File: src/inc/sbm_cfg.svh
`ifndef SBM_CFG_SVH
`define SBM_CFG_SVH

// Register byte offsets
`define SBM_OFS_CTRL       8'h00
`define SBM_OFS_TXDATA     8'h04
`define SBM_OFS_STATUS     8'h08
`define SBM_OFS_RXDATA     8'h0C
`define SBM_OFS_RATE       8'h10

// Control register fields
`define SBM_CTL_PORT_EN    0
`define SBM_CTL_CLOCKED    1
`define SBM_CTL_MASTER     2
`define SBM_CTL_TX_EN      3
`define SBM_CTL_BREAK      4
`define SBM_CTL_NINE       5
`define SBM_CTL_NINTH      6
`define SBM_CTL_SINGLE_RX  7
`define SBM_CTL_CONT_RX    8
`define SBM_CTL_CPOL       9
`define SBM_CTL_DPOL       10
`define SBM_CTL_WAKE       11
`define SBM_CTL_W          12

// Status register fields
`define SBM_ST_SR_EMPTY    0
`define SBM_ST_TB_EMPTY    1
`define SBM_ST_RX_FLAG     2
`define SBM_ST_FRAME_ERR   3
`define SBM_ST_RX_IDLE     4

// Reset values
`define SBM_CTRL_RST       12'h000
`define SBM_RATE_RST       16'h0067

// Bit counts per character
`define SBM_BREAK_ZEROS    4'hC
`define SBM_BITS_8         4'h8
`define SBM_BITS_9         4'h9

`endif

File: src/inc/sbm_pkg.sv
package sbm_pkg;

    typedef enum logic [2:0]
    {
        TX_IDLE  = 3'b000,
        TX_START = 3'b001,
        TX_DATA  = 3'b010,
        TX_STOP  = 3'b011,
        TX_SYNC  = 3'b100
    } sbm_tx_state_t;

    typedef enum logic [1:0]
    {
        RX_IDLE  = 2'b00,
        RX_START = 2'b01,
        RX_DATA  = 2'b10,
        RX_STOP  = 2'b11
    } sbm_rx_state_t;

endpackage

File: src/sbm_serial_port.sv
// Summary of operation
// - Break is start, twelve zeros, stop
// - Break request plus enable: write sends break
// - Break request self-clears after stop bit
// - Shifter-empty status also covers break
// - Buffer-empty flag when holding register empties
// - Break received: flag, framing error, zero
// - Wake mode flags edge, then receives
// - Wake clear needs no instruction clocks
// - Receiver idle while wake mode set
// - Synchronous: one data, one clock, half-duplex
// - Master mode bits; receive enables select direction
// - Master drives and enables clock pin
// - One clock per bit, leading-edge data
// - Clock polarity selects idle level, edges
// - Master transmit drives data and clock
// - Holding register waits for shifter empty
// - Data polarity resets high-true, inverts both
// - Shift register hidden from software
// - Wake clears on rising receive edge
`timescale 1ns/1ps
`include "sbm_cfg.svh"

module sbm_serial_port
(
    input  wire logic        CLK,
    input  wire logic        RST_N,
    input  wire logic        PSEL,
    input  wire logic        PENABLE,
    input  wire logic        PWRITE,
    input  wire logic [7:0]  PADDR,
    input  wire logic [31:0] PWDATA,
    output logic      [31:0] PRDATA,
    output logic             PREADY,
    output logic             PSLVERR,
    input  wire logic        DATA_I,
    output logic             DATA_O,
    output logic             DATA_OE_N,
    output logic             CK_O,
    output logic             CK_OE_N
);

    logic [11:0]           ctrl;
    logic [15:0]           rate;
    logic [15:0]           rate_cnt;
    logic                  tick;
    logic                  half;
    logic                  setup_ph;
    logic                  acc_wr;
    logic                  acc_rd;
    logic                  mapped;
    logic                  port_en;
    logic                  sync_mode;
    logic                  sync_master;
    logic                  tx_ok;
    logic                  hold_full;
    logic [8:0]            hold_data;
    logic                  hold_brk;
    logic [8:0]            shifter;
    logic                  cur_brk;
    logic [3:0]            bits_left;
    logic                  tx_line;
    logic                  sclk;
    logic                  end_char;
    logic                  load_now;
    logic                  brk_done;
    sbm_pkg::sbm_tx_state_t tx_state;
    logic                  rx_m;
    logic                  rx_s;
    logic                  rx_in;
    logic                  rx_prev;
    logic                  rx_fall;
    logic                  rx_rise;
    sbm_pkg::sbm_rx_state_t rx_state;
    logic [15:0]           rx_cnt;
    logic [2:0]            rx_bits;
    logic [7:0]            rx_shift;
    logic [7:0]            rx_data;
    logic                  rx_flag;
    logic                  frame_err;
    logic                  rx_done;
    logic                  wake_seen;
    logic                  wake_edge;
    logic                  wake_clr;

    // Register offset match, used by both read and write decode
    function automatic logic hit(input logic [7:0] a, input logic [7:0] ofs);
        hit = (a == ofs);
    endfunction

    // Bus phase decode
    assign setup_ph = PSEL & ~PENABLE;
    assign acc_wr   = PSEL & PENABLE & PWRITE;
    assign acc_rd   = PSEL & PENABLE & ~PWRITE;
    assign mapped   = hit(PADDR, `SBM_OFS_CTRL) | hit(PADDR, `SBM_OFS_TXDATA)
                    | hit(PADDR, `SBM_OFS_STATUS) | hit(PADDR, `SBM_OFS_RXDATA)
                    | hit(PADDR, `SBM_OFS_RATE);
    assign PREADY   = 1'b1;
    assign PSLVERR  = PSEL & PENABLE & ~mapped;

    // Mode decode
    assign port_en     = ctrl[`SBM_CTL_PORT_EN];
    assign sync_mode   = port_en & ctrl[`SBM_CTL_CLOCKED];
    assign sync_master = sync_mode & ctrl[`SBM_CTL_MASTER];
    // asynchronous transmit needs only the enables; clocked transmit only as master with both receive enables clear
    assign tx_ok = port_en & ctrl[`SBM_CTL_TX_EN]
                 & (~ctrl[`SBM_CTL_CLOCKED]
                    | (sync_master & ~ctrl[`SBM_CTL_SINGLE_RX] & ~ctrl[`SBM_CTL_CONT_RX]));

    // Control register; software write beats hardware clear
    always_ff @(posedge CLK)
    begin
        if (!RST_N)
            ctrl <= `SBM_CTRL_RST;
        else if (acc_wr && hit(PADDR, `SBM_OFS_CTRL))
            ctrl <= PWDATA[`SBM_CTL_W-1:0];
        else
        begin
            // break request cleared after its stop bit
            if (brk_done)
                ctrl[`SBM_CTL_BREAK] <= 1'b0;
            // wake mode ends on rising edge
            if (wake_clr)
                ctrl[`SBM_CTL_WAKE] <= 1'b0;
        end
    end

    // Rate divisor register
    always_ff @(posedge CLK)
    begin
        if (!RST_N)
            rate <= `SBM_RATE_RST;
        else if (acc_wr && hit(PADDR, `SBM_OFS_RATE))
            rate <= PWDATA[15:0];
    end

    // Read data captured in the setup phase
    always_ff @(posedge CLK)
    begin
        if (!RST_N)
            PRDATA <= 32'h0000_0000;
        else if (setup_ph)
        begin
            PRDATA <= 32'h0000_0000;
            if (hit(PADDR, `SBM_OFS_CTRL))
                PRDATA[`SBM_CTL_W-1:0] <= ctrl;
            else if (hit(PADDR, `SBM_OFS_STATUS))
            begin
                PRDATA[`SBM_ST_SR_EMPTY]  <= (tx_state == sbm_pkg::TX_IDLE);
                PRDATA[`SBM_ST_TB_EMPTY]  <= ~hold_full;
                PRDATA[`SBM_ST_RX_FLAG]   <= rx_flag;
                PRDATA[`SBM_ST_FRAME_ERR] <= frame_err;
                PRDATA[`SBM_ST_RX_IDLE]   <= (rx_state == sbm_pkg::RX_IDLE);
            end
            else if (hit(PADDR, `SBM_OFS_RXDATA))
                PRDATA[7:0] <= rx_data;
            else if (hit(PADDR, `SBM_OFS_RATE))
                PRDATA[15:0] <= rate;
        end
    end

    // one rate period per bit; half marks trailing edge
    assign tick = (rate_cnt == 16'h0000);
    assign half = (rate_cnt == (rate >> 1)) & ~tick;

    always_ff @(posedge CLK)
    begin
        if (!RST_N)
            rate_cnt <= 16'h0000;
        else if (tick)
            rate_cnt <= rate;
        else
            rate_cnt <= rate_cnt - 16'h0001;
    end

    // one holding slot beside the shifter
    always_ff @(posedge CLK)
    begin
        if (!RST_N)
        begin
            hold_full <= 1'b0;
            hold_data <= 9'h000;
            hold_brk  <= 1'b0;
        end
        else if (!tx_ok)
            hold_full <= 1'b0;
        else if (load_now)
            hold_full <= 1'b0;
        else if (acc_wr && hit(PADDR, `SBM_OFS_TXDATA) && !hold_full)
        begin
            hold_full <= 1'b1;
            hold_data <= {ctrl[`SBM_CTL_NINTH], PWDATA[7:0]};
            // break marked at write; a byte queued behind one stays data
            hold_brk  <= ctrl[`SBM_CTL_BREAK] & ctrl[`SBM_CTL_TX_EN] & ~cur_brk;
        end
    end

    // End of the character being shifted
    assign end_char = tick & (((tx_state == sbm_pkg::TX_STOP))
                    | ((tx_state == sbm_pkg::TX_SYNC) && (bits_left == 4'h0)));
    // move to shifter once it is empty
    assign load_now = tx_ok & hold_full & tick
                    & ((tx_state == sbm_pkg::TX_IDLE) | end_char);
    assign brk_done = end_char & cur_brk & (tx_state == sbm_pkg::TX_STOP);

    // Transmit sequencer
    always_ff @(posedge CLK)
    begin
        if (!RST_N)
        begin
            tx_state  <= sbm_pkg::TX_IDLE;
            shifter   <= 9'h000;
            cur_brk   <= 1'b0;
            bits_left <= 4'h0;
            tx_line   <= 1'b1;
        end
        else if (!tx_ok)
        begin
            tx_state <= sbm_pkg::TX_IDLE;
            tx_line  <= 1'b1;
            cur_brk  <= 1'b0;
        end
        else if (load_now)
        begin
            // break sends zeros, written value dropped, except that a clocked character still sends written bit 0 first
            shifter <= hold_brk ? 9'h000 : hold_data;
            cur_brk <= hold_brk & ~sync_mode;
            if (sync_mode)
            begin
                // first bit on first leading edge
                tx_line   <= hold_data[0];
                bits_left <= ctrl[`SBM_CTL_NINE] ? `SBM_BITS_9 - 4'h1 : `SBM_BITS_8 - 4'h1;
                tx_state  <= sbm_pkg::TX_SYNC;
            end
            else
            begin
                tx_line  <= 1'b0;
                tx_state <= sbm_pkg::TX_START;
            end
        end
        else if (tick)
        begin
            case (tx_state)
                sbm_pkg::TX_START:
                begin
                    tx_line  <= shifter[0];
                    if (cur_brk)
                        bits_left <= `SBM_BREAK_ZEROS;
                    else if (ctrl[`SBM_CTL_NINE])
                        bits_left <= `SBM_BITS_9;
                    else
                        bits_left <= `SBM_BITS_8;
                    tx_state <= sbm_pkg::TX_DATA;
                end
                sbm_pkg::TX_DATA:
                begin
                    if (bits_left == 4'h1)
                    begin
                        tx_line  <= 1'b1;
                        tx_state <= sbm_pkg::TX_STOP;
                    end
                    else
                    begin
                        tx_line   <= shifter[1];
                        shifter   <= {1'b0, shifter[8:1]};
                        bits_left <= bits_left - 4'h1;
                    end
                end
                sbm_pkg::TX_STOP:
                begin
                    cur_brk  <= 1'b0;
                    tx_state <= sbm_pkg::TX_IDLE;
                end
                sbm_pkg::TX_SYNC:
                begin
                    // no clock beyond the last bit
                    if (bits_left == 4'h0)
                        tx_state <= sbm_pkg::TX_IDLE;
                    else
                    begin
                        tx_line   <= shifter[1];
                        shifter   <= {1'b0, shifter[8:1]};
                        bits_left <= bits_left - 4'h1;
                    end
                end
                default:
                    tx_state <= sbm_pkg::TX_IDLE;
            endcase
        end
    end

    // shift clock: leading edge at tick, trailing at half
    always_ff @(posedge CLK)
    begin
        if (!RST_N)
            sclk <= 1'b0;
        else if (tick && ((load_now && sync_mode)
                 || (tx_state == sbm_pkg::TX_SYNC && bits_left != 4'h0)))
            sclk <= ~ctrl[`SBM_CTL_CPOL];
        else if (half || tx_state != sbm_pkg::TX_SYNC)
            sclk <= ctrl[`SBM_CTL_CPOL];
    end

    // Pin drivers
    always_ff @(posedge CLK)
    begin
        if (!RST_N)
        begin
            DATA_O    <= 1'b0;
            DATA_OE_N <= 1'b1;
            CK_O      <= 1'b1;
            CK_OE_N   <= 1'b1;
        end
        else
        begin
            DATA_O    <= tx_line ^ ctrl[`SBM_CTL_DPOL];
            // data pin driven in master transmit
            DATA_OE_N <= ~(tx_ok & sync_master);
            // clock pin enabled in master mode
            // idle level outside a character, no stray edge
            CK_O      <= sync_master
                         ? ((tx_state == sbm_pkg::TX_SYNC) ? sclk : ctrl[`SBM_CTL_CPOL])
                         : (tx_line ^ ctrl[`SBM_CTL_DPOL]);
            CK_OE_N   <= ~(sync_master | (tx_ok & ~sync_mode));
        end
    end

    // Receive line through two flops
    always_ff @(posedge CLK)
    begin
        if (!RST_N)
        begin
            rx_m    <= 1'b1;
            rx_s    <= 1'b1;
            rx_prev <= 1'b1;
        end
        else
        begin
            rx_m    <= DATA_I;
            rx_s    <= rx_m;
            rx_prev <= rx_in;
        end
    end

    assign rx_in   = rx_s ^ ctrl[`SBM_CTL_DPOL];
    assign rx_fall = rx_prev & ~rx_in;
    assign rx_rise = ~rx_prev & rx_in;

    // wake mode watches fall then rise
    assign wake_edge = port_en & ~ctrl[`SBM_CTL_CLOCKED] & ctrl[`SBM_CTL_WAKE]
                     & rx_fall & ~wake_seen;
    // clear taken from line edge alone
    assign wake_clr  = port_en & ctrl[`SBM_CTL_WAKE] & wake_seen & rx_rise;

    always_ff @(posedge CLK)
    begin
        if (!RST_N)
            wake_seen <= 1'b0;
        else if (!ctrl[`SBM_CTL_WAKE] || wake_clr)
            wake_seen <= 1'b0;
        else if (wake_edge)
            wake_seen <= 1'b1;
    end

    // Asynchronous receiver
    always_ff @(posedge CLK)
    begin
        rx_done <= 1'b0;
        if (!RST_N)
        begin
            rx_state <= sbm_pkg::RX_IDLE;
            rx_cnt   <= 16'h0000;
            rx_bits  <= 3'h0;
            rx_shift <= 8'h00;
            rx_done  <= 1'b0;
        end
        // receiver held idle in wake mode
        else if (!port_en || ctrl[`SBM_CTL_CLOCKED] || ctrl[`SBM_CTL_WAKE])
            rx_state <= sbm_pkg::RX_IDLE;
        else if (rx_state == sbm_pkg::RX_IDLE)
        begin
            if (rx_fall)
            begin
                rx_cnt   <= rate >> 1;
                rx_state <= sbm_pkg::RX_START;
            end
        end
        else if (rx_cnt != 16'h0000)
            rx_cnt <= rx_cnt - 16'h0001;
        else
        begin
            rx_cnt <= rate;
            case (rx_state)
                sbm_pkg::RX_START:
                begin
                    rx_bits  <= 3'h0;
                    rx_state <= rx_in ? sbm_pkg::RX_IDLE : sbm_pkg::RX_DATA;
                end
                sbm_pkg::RX_DATA:
                begin
                    rx_shift <= {rx_in, rx_shift[7:1]};
                    rx_bits  <= rx_bits + 3'h1;
                    if (rx_bits == 3'h7)
                        rx_state <= sbm_pkg::RX_STOP;
                end
                sbm_pkg::RX_STOP:
                begin
                    rx_done  <= 1'b1;
                    rx_state <= sbm_pkg::RX_IDLE;
                end
                default:
                    rx_state <= sbm_pkg::RX_IDLE;
            endcase
        end
    end

    // break shows as zero byte with framing error
    always_ff @(posedge CLK)
    begin
        if (!RST_N)
        begin
            rx_data   <= 8'h00;
            frame_err <= 1'b0;
        end
        else if (rx_done)
        begin
            rx_data   <= rx_shift;
            frame_err <= ~rx_in;
        end
    end

    // Receive flag: set wins over the clear by a data read
    always_ff @(posedge CLK)
    begin
        if (!RST_N)
            rx_flag <= 1'b0;
        else if (rx_done || wake_edge)
            rx_flag <= 1'b1;
        else if (acc_rd && hit(PADDR, `SBM_OFS_RXDATA))
            rx_flag <= 1'b0;
    end

endmodule

File: config.mk
export PLATFORM = sky130hd
export DESIGN_NAME = sbm_serial_port
export DESIGN_NICKNAME = d
export VERILOG_FILES = /design/src/inc/sbm_pkg.sv /design/src/sbm_serial_port.sv
export VERILOG_INCLUDE_DIRS = /design/src /design/src/inc
export SDC_FILE = /design/constraint.sdc
export NUM_CORES = 1
export LEC_CHECK = 0
export BUFFER_PORTS_ARGS = -buffer_cell sky130_fd_sc_hd__clkbuf_2
export CAP_MARGIN = 30
export CORE_MARGIN = 3
export CORE_UTILIZATION = 45
export DETAILED_ROUTE_END_ITERATION = 10
export PLACE_DENSITY_LB_ADDON = 0.12
export REMOVE_ABC_BUFFERS = 1
export SYNTH_ARGS = -nofsm -noshare
export SYNTH_HDL_FRONTEND = slang
export SYNTH_SLANG_ARGS = --single-unit
File: constraint.sdc
create_clock -name CLK -period 2.39 [get_ports CLK]
set_input_delay 0.1195 -clock CLK [delete_from_list [all_inputs] [get_ports CLK]]
set_output_delay 0.1195 -clock CLK [all_outputs]
set_load 0.1 [all_outputs]
Yosys cells after proc, flatten, opt, wreduce, memory -nomap -nowiden
Cells that the tools add are included.
Widths: inputs -> output; s select.
{"block": "op_classes", "magnitude_cmp": 0, "add_sub_neg": 4, "bitwise": 64, "n_eq_ne": 23, "shift": 0, "mux": 59, "div": 0, "reduce_logical": 49, "multipliers": 0}
{"op": "$mux 16", "n": 5}
{"op": "$mux 9", "n": 5}
{"op": "$and 1x1->1", "n": 32}
{"op": "$sub 16x1->16 const B", "n": 2}
{"op": "$mux 4", "n": 7}
{"op": "$not 1->1", "n": 22}
{"op": "$mux 1", "n": 20}
{"op": "$mux 3", "n": 6}
{"op": "$pmux 9 s2", "n": 1}
{"op": "$eq 16x15->1", "n": 1}
{"op": "$eq 8x4->1 const B", "n": 2}
{"op": "$logic_not 16->1", "n": 1}
{"op": "$mux 8", "n": 2}
{"op": "$reduce_bool 16->1", "n": 1}
{"op": "$ne 3x3->1 const B", "n": 5}
{"op": "$reduce_bool 2->1", "n": 7}
{"op": "$mux 12", "n": 1}
{"op": "$pmux 4 s3", "n": 1}
{"op": "$reduce_and 3->1", "n": 4}
{"op": "$mux 11", "n": 1}
{"op": "$mux 2", "n": 5}
{"op": "$logic_and 1x1->1", "n": 9}
{"op": "$pmux 3 s3", "n": 1}
{"op": "$eq 8x3->1 const B", "n": 1}
{"op": "32 further kinds", "n": 57}
{"block": "totals", "mem_count": 0, "ramBits": 0, "input_bits": 46, "romBits": 0, "wordCells": 230, "out_inout_bits": 38, "latchBits": 0, "register_bits": 138}

Logic depth before layout (Yosys ltp)
{"block": "depth", "ltp_word": 13, "mapped_depth": 9, "ltp_nobuf": 7}

Worst setup path before layout
Ideal clock, no wire load.
{"block": "synth_timing", "path_kind": "input -> output", "start": "in PADDR[4]", "end": "out PSLVERR", "stages": 3, "arrival_ns": 2.552, "path_buffers": 0, "required_time_ns": 2.271, "slack_ns": -0.282, "cell_sequence": "nor3b_2 > nor3b_4 > nor3_1"}
{"block": "synth_between", "elab_chain_cells": 7, "elab_cells_between_ends": 11, "classes_between": "4 x eq/ne; 6 x bitwise; 1 x reduce/logical"}
{"item": "start: declaration", "line": "sbm_serial_port.sv:31", "rtl": "input wire logic [7:0] PADDR,"}
{"item": "$eq 8x3->1 or $logic_not 8->1 (tied branches)", "line": "sbm_serial_port.sv:88", "rtl": "hit = (a == ofs);"}
{"item": "$or 1x1->1 (3 in a row)", "line": "sbm_serial_port.sv:95", "rtl": "assign mapped = hit(PADDR, `SBM_OFS_CTRL) | hit(PADDR, `SBM_OFS_TXDATA)"}
{"item": "$or 1x1->1 (*)", "line": "sbm_serial_port.sv:95"}
{"item": "$not 1->1 (*)", "line": "sbm_serial_port.sv:99", "rtl": "assign PSLVERR = PSEL & PENABLE & ~mapped;"}
{"item": "$and 1x1->1 (*)", "line": "sbm_serial_port.sv:99"}
{"item": "end: declaration", "line": "sbm_serial_port.sv:35", "rtl": "output logic PSLVERR,"}
Every way passes the cells marked *; elsewhere a longest branch is shown, timed or not.

Worst setup path in the final report
{"block": "layout_timing", "start": "reg rate_cnt[2]", "end": "reg sclk"}
{"block": "layout_between", "elab_chain_cells": 8, "elab_cells_between_ends": 14, "classes_between": "1 x eq/ne; 1 x mux; 6 x bitwise; 6 x reduce/logical"}
{"item": "start: declaration", "line": "sbm_serial_port.sv:45", "rtl": "logic [15:0] rate_cnt;"}
{"item": "start signal: assignment", "line": "sbm_serial_port.sv:171", "rtl": "rate_cnt <= rate;"}
{"item": "start signal: assignment", "line": "sbm_serial_port.sv:173", "rtl": "rate_cnt <= rate_cnt - 16'h0001;"}
{"item": "$logic_not 16->1", "line": "sbm_serial_port.sv:163", "rtl": "assign tick = (rate_cnt == 16'h0000);"}
{"item": "$and 1x1->1", "line": "sbm_serial_port.sv:199", "rtl": "assign end_char = tick & (((tx_state == sbm_pkg::TX_STOP))"}
{"item": "$or 1x1->1", "line": "sbm_serial_port.sv:203", "rtl": "& ((tx_state == sbm_pkg::TX_IDLE) | end_char);"}
{"item": "$and 1x1->1", "line": "sbm_serial_port.sv:203"}
{"item": "$logic_and 1x1->1", "line": "sbm_serial_port.sv:297", "rtl": "else if (tick && ((load_now && sync_mode)"}
{"item": "$logic_or 1x1->1", "line": "sbm_serial_port.sv:298", "rtl": "|| (tx_state == sbm_pkg::TX_SYNC && bits_left != 4'h0)))"}
{"item": "$logic_and 1x1->1", "line": "sbm_serial_port.sv:297"}
{"item": "$mux 1 or $reduce_bool 2->1 (tied branches)"}
{"item": "end signal: assignment", "line": "sbm_serial_port.sv:299", "rtl": "sclk <= ~ctrl[`SBM_CTL_CPOL];"}
{"item": "end signal: assignment", "line": "sbm_serial_port.sv:301", "rtl": "sclk <= ctrl[`SBM_CTL_CPOL];"}
{"item": "end: declaration", "line": "sbm_serial_port.sv:63", "rtl": "logic sclk;"}
Several ways; a longest one is shown, not always the timed one.
A chain may end at the register's enable or synchronous reset.

==> results.sh <==
export IMPL_gr_usage_all_layers_pct=24.37
export IMPL_rows=46
export IMPL_synth_top_area_cell="dfxtp_1"
export IMPL_power_internal_w=0.004592
export IMPL_synthFlopType="dfxtp_1"
export IMPL_synthMostInstantiatedCell="dfxtp_1"
export IMPL_wire_per_inst_microns=18.48
export IMPL_hold_viol=0
export IMPL_path_max_fanout=8
export IMPL_async_flop_share_pct=0
export IMPL_drive_gt1_share_pct=16.81
export IMPL_clockBufferDepth=2
export IMPL_viasPerCell=5.887
export IMPL_switching_power_w=0.001850
export IMPL_p_leak_nw=3.493
export IMPL_gp_congestion=0.8867
export IMPL_fin_util_pct=55.27
export IMPL_dpl_hpwl_microns=15670
export IMPL_fin_crit_ns=2.253
export IMPL_ys_top_cells_by_count="dfxtp_1 (138), nand2_1 (94), nor2_1 (90)"
export IMPL_cts_tree="done"
export IMPL_clkSinkCount=138
export IMPL_core_area_sq_um=15940
export IMPL_grt_overflow=0
export IMPL_cap_violations=0
export IMPL_die_h_microns=134.1
export IMPL_p_sw_share_pct=28.71
export IMPL_antenna_found_initial=0
export IMPL_required_ns=2.75
export IMPL_syn_area_per_cell_sq_um=8.482
export IMPL_irDropWorstVdd_uv=520.4
export IMPL_p_per_area_nw_per_um2=731.1
export IMPL_yosysWarnings=0
export IMPL_final_nets=1004
export IMPL_combPwrFrac_pct=16.7
export IMPL_grt_pass1_vias=6587
export IMPL_drcViolationCount=0
export IMPL_clk_pin_slew_worst_paths_ns=0.06
export IMPL_worst_pin_slew_ns=0.8515
export IMPL_startpoint="rate_cnt[2]"
export IMPL_synth_top_area_share_pct=37.44
export IMPL_cp_slowest_cell="nor4_4"
export IMPL_p_clk_share_pct=44.2
export IMPL_hold_path_class="in -> reg"
export IMPL_port_buffers=50
export IMPL_final_setup_tns_ns=0
export IMPL_setup_viol=0
export IMPL_dieArea_sq_um=17970
export IMPL_crit_path_end_kind="flip-flop"
export IMPL_synthCells=870
export IMPL_cp_num_cells=6
export IMPL_cp_top_family="simple AND/OR/NAND/NOR gates"
export IMPL_rsz0062_at_grt="true"
export IMPL_final_antenna_net_count=0
export IMPL_antennaDiodeCount=0
export IMPL_cp_arrival_ns=2.62
export IMPL_die_w_microns=134.1
export IMPL_crit_path_start_kind="flip-flop"
export IMPL_area_growth_pct=19.41
export IMPL_drt_first_pass_iters=6
export IMPL_ff2ff_setup_slack_ns=0.14
export IMPL_drt_initial_drc_count=703
export IMPL_io_pins=84
export IMPL_cts_buffers=17
export IMPL_initial_utilization_pct=46.29
export IMPL_max_clock_freq_ghz=0.4438
export IMPL_status="completed"
export IMPL_vias=6911
export IMPL_htreeDepth=4
export IMPL_r2r_end="sclk"
export IMPL_cp_slowest_stage_delay_ns=0.45
export IMPL_clock_latency_ns=0.42
export IMPL_slew_headroom_pct=42.80
export IMPL_finalClockSkew_ns=0.008573
export IMPL_crit_end="sclk"
export IMPL_ys_seq_area_share_pct=37.44
export IMPL_finalWirelength_microns=21700
export IMPL_reg2reg_from="rate_cnt[2]"
export IMPL_setup_worst_path_class="reg -> reg"
export IMPL_synth_seq_cells=138
export IMPL_synth_top_cells_by_area="dfxtp_1 (37%), mux2i_1 (5.2%), nand2_1 (4.8%), nor2_1 (4.6%), a21oi_1 (3.7%)"
export IMPL_root_buffer="clkbuf_16"
export IMPL_crit_chain="nor4_4, buf_4, and4_1, nor3_1, a2111oi_0, a32o_1"
export IMPL_seqPwrFrac_pct=39.1
export IMPL_reg2regPathDepth=6
export IMPL_crit_buf_inv=1
export IMPL_grt_pass1_wl_microns=35020
export IMPL_synth_edf_count=0
export IMPL_maxSlewViolCount=0
export IMPL_n_fill_cell=1484
export IMPL_synthesis_area_sq_um=7380
export IMPL_grt_max_degree=68
export IMPL_fin_crit_sh_pct=94.28
export IMPL_synth_cell_types=80
## stage by stage
step	power, W	cell area (sq um)	worst slack [ns]	instances	hold WS, ns
after floorplan	0.003320	7051	-0.4716	806	0.1814
after global placement	0.003589	8005	0.1413	1127	0.3065
after detailed placement	0.003616	8005	0.1250	1127	0.3038
after CTS	0.006462	8795	0.1134	1174	0.002627
after global routing	0.006685	8812	-0.02270	1174	0.01548
final	0.006442	8812	0.1368	1174	0.01806
## registers in the layout (all words and copies together) (netlist names), 2 cells and up
signal	cells
rx_state	2
tx_state	3
rate_cnt	16
shifter	9
rx_bits	3
rate	16
bits_left	4
rx_data	8
hold_data	9
rx_shift	8
rx_cnt	16
ctrl	12
PRDATA	16
## cells by family (layout without fill, tap and decap cells)
group	Yosys count	in the layout	synth area share, %
AO/OA/AOI/OAI	218	218	21.48
XOR/XNOR	28	28	3.323
other	2	17	0.1018
multiplexers	42	42	5.765
adder cells (fa/ha/maj)	13	13	2.204
flip-flops	138	138	37.44
AND/OR/NAND/NOR	332	332	23.55
buffers and inverters	97	170	6.138
## worst min path at each step
stage              start  endpoint  depth (start not counted)
2_1_floorplan      RST_N   rate[0]                          1
3_3_place_gp      DATA_I      rx_m                          2
3_5_place_dp      DATA_I      rx_m                          2
4_1_cts        PWDATA[6]   ctrl[6]                          3
5_1_grt        PWDATA[6]   ctrl[6]                          3
6_report       PWDATA[6]   ctrl[6]                          3
## power groups by stage
stage | clock network (W) | logic, W | registers [W]
floorplan | 0 | 0.000685 | 0.00263
global placement | 0 | 0.00103 | 0.00256
detailed placement | 0 | 0.00105 | 0.00257
CTS | 0.00287 | 0.00107 | 0.00252
global route | 0.00297 | 0.00118 | 0.00253
finish | 0.00284 | 0.00108 | 0.00252
## cell usage in the layout, fill, tap and decap left out, types with 5 or more instances in the layout
master / netlist / layout
a2111o_1: 8 / 8
a211oi_1: 15 / 15
a21o_1: 7 / 7
a21oi_1: 54 / 54
a221oi_1: 7 / 7
a31oi_1: 6 / 6
a32o_1: 5 / 5
and3_1: 8 / 8
buf_4: 19 / 54
clkbuf_16: 0 / 17
clkbuf_2: 0 / 50
conb_1: 2 / 17
dfxtp_1: 138 / 138
dlygate4sd3_1: 0 / 15
ha_1: 13 / 12
inv_1: 17 / 16
mux2i_1: 38 / 38
nand2_1: 94 / 94
nand2b_1: 11 / 11
nand3_1: 22 / 22
nand4_1: 10 / 10
nor2_1: 90 / 90
nor2b_1: 7 / 7
nor3_1: 33 / 32
nor4_1: 12 / 12
o211a_1: 11 / 11
o21ai_0: 27 / 27
o21ai_1: 7 / 7
o221ai_1: 6 / 6
o31a_1: 11 / 11
or3_1: 5 / 5
xnor2_1: 6 / 6
xor2_1: 22 / 22
## layout make-up
cell class | count | area, sq um | area share, %
Clock inverter | 10 | 165.2 | 1.874
Timing Repair Buffer | 120 | 825.8 | 9.371
Clock buffer | 22 | 474.2 | 5.381
Inverter | 18 | 67.56 | 0.7667
Multi-Input combinational cell | 650 | 4247 | 48.19
Sequential cell | 138 | 2763 | 31.35
Tap cell | 216 | 270.3 | 3.067
## worst register-to-register path: cells and delay by family (launching register included)
family	cells	cell delay, ns
DFF	1	0.38
AOI/OAI and AO/OA	2	0.65
buffers and inverters	1	0.20
and+or+nand+nor	3	0.96
## layer usage
layer | wire, microns | vias up | global-route usage, %
li1 | - | 3303 | -
met3 | 1271 | 40 | 4.276
met2 | 10140 | 241 | 40.09
met5 | 0 | - | 0
met1 | 9806 | 3327 | 32.50
met4 | 478 | 0 | 8.371
## timing repair
item / in CTS / in global routing
endpoints found under the hold margin: 19 / 0
resized for setup: 0 / 5
hold buffers: 15 / 0
setup buffers: 0 / 0
setup endpoints to repair: 0 / 15
No activity file was read; power rests on OpenSTA's default activity.
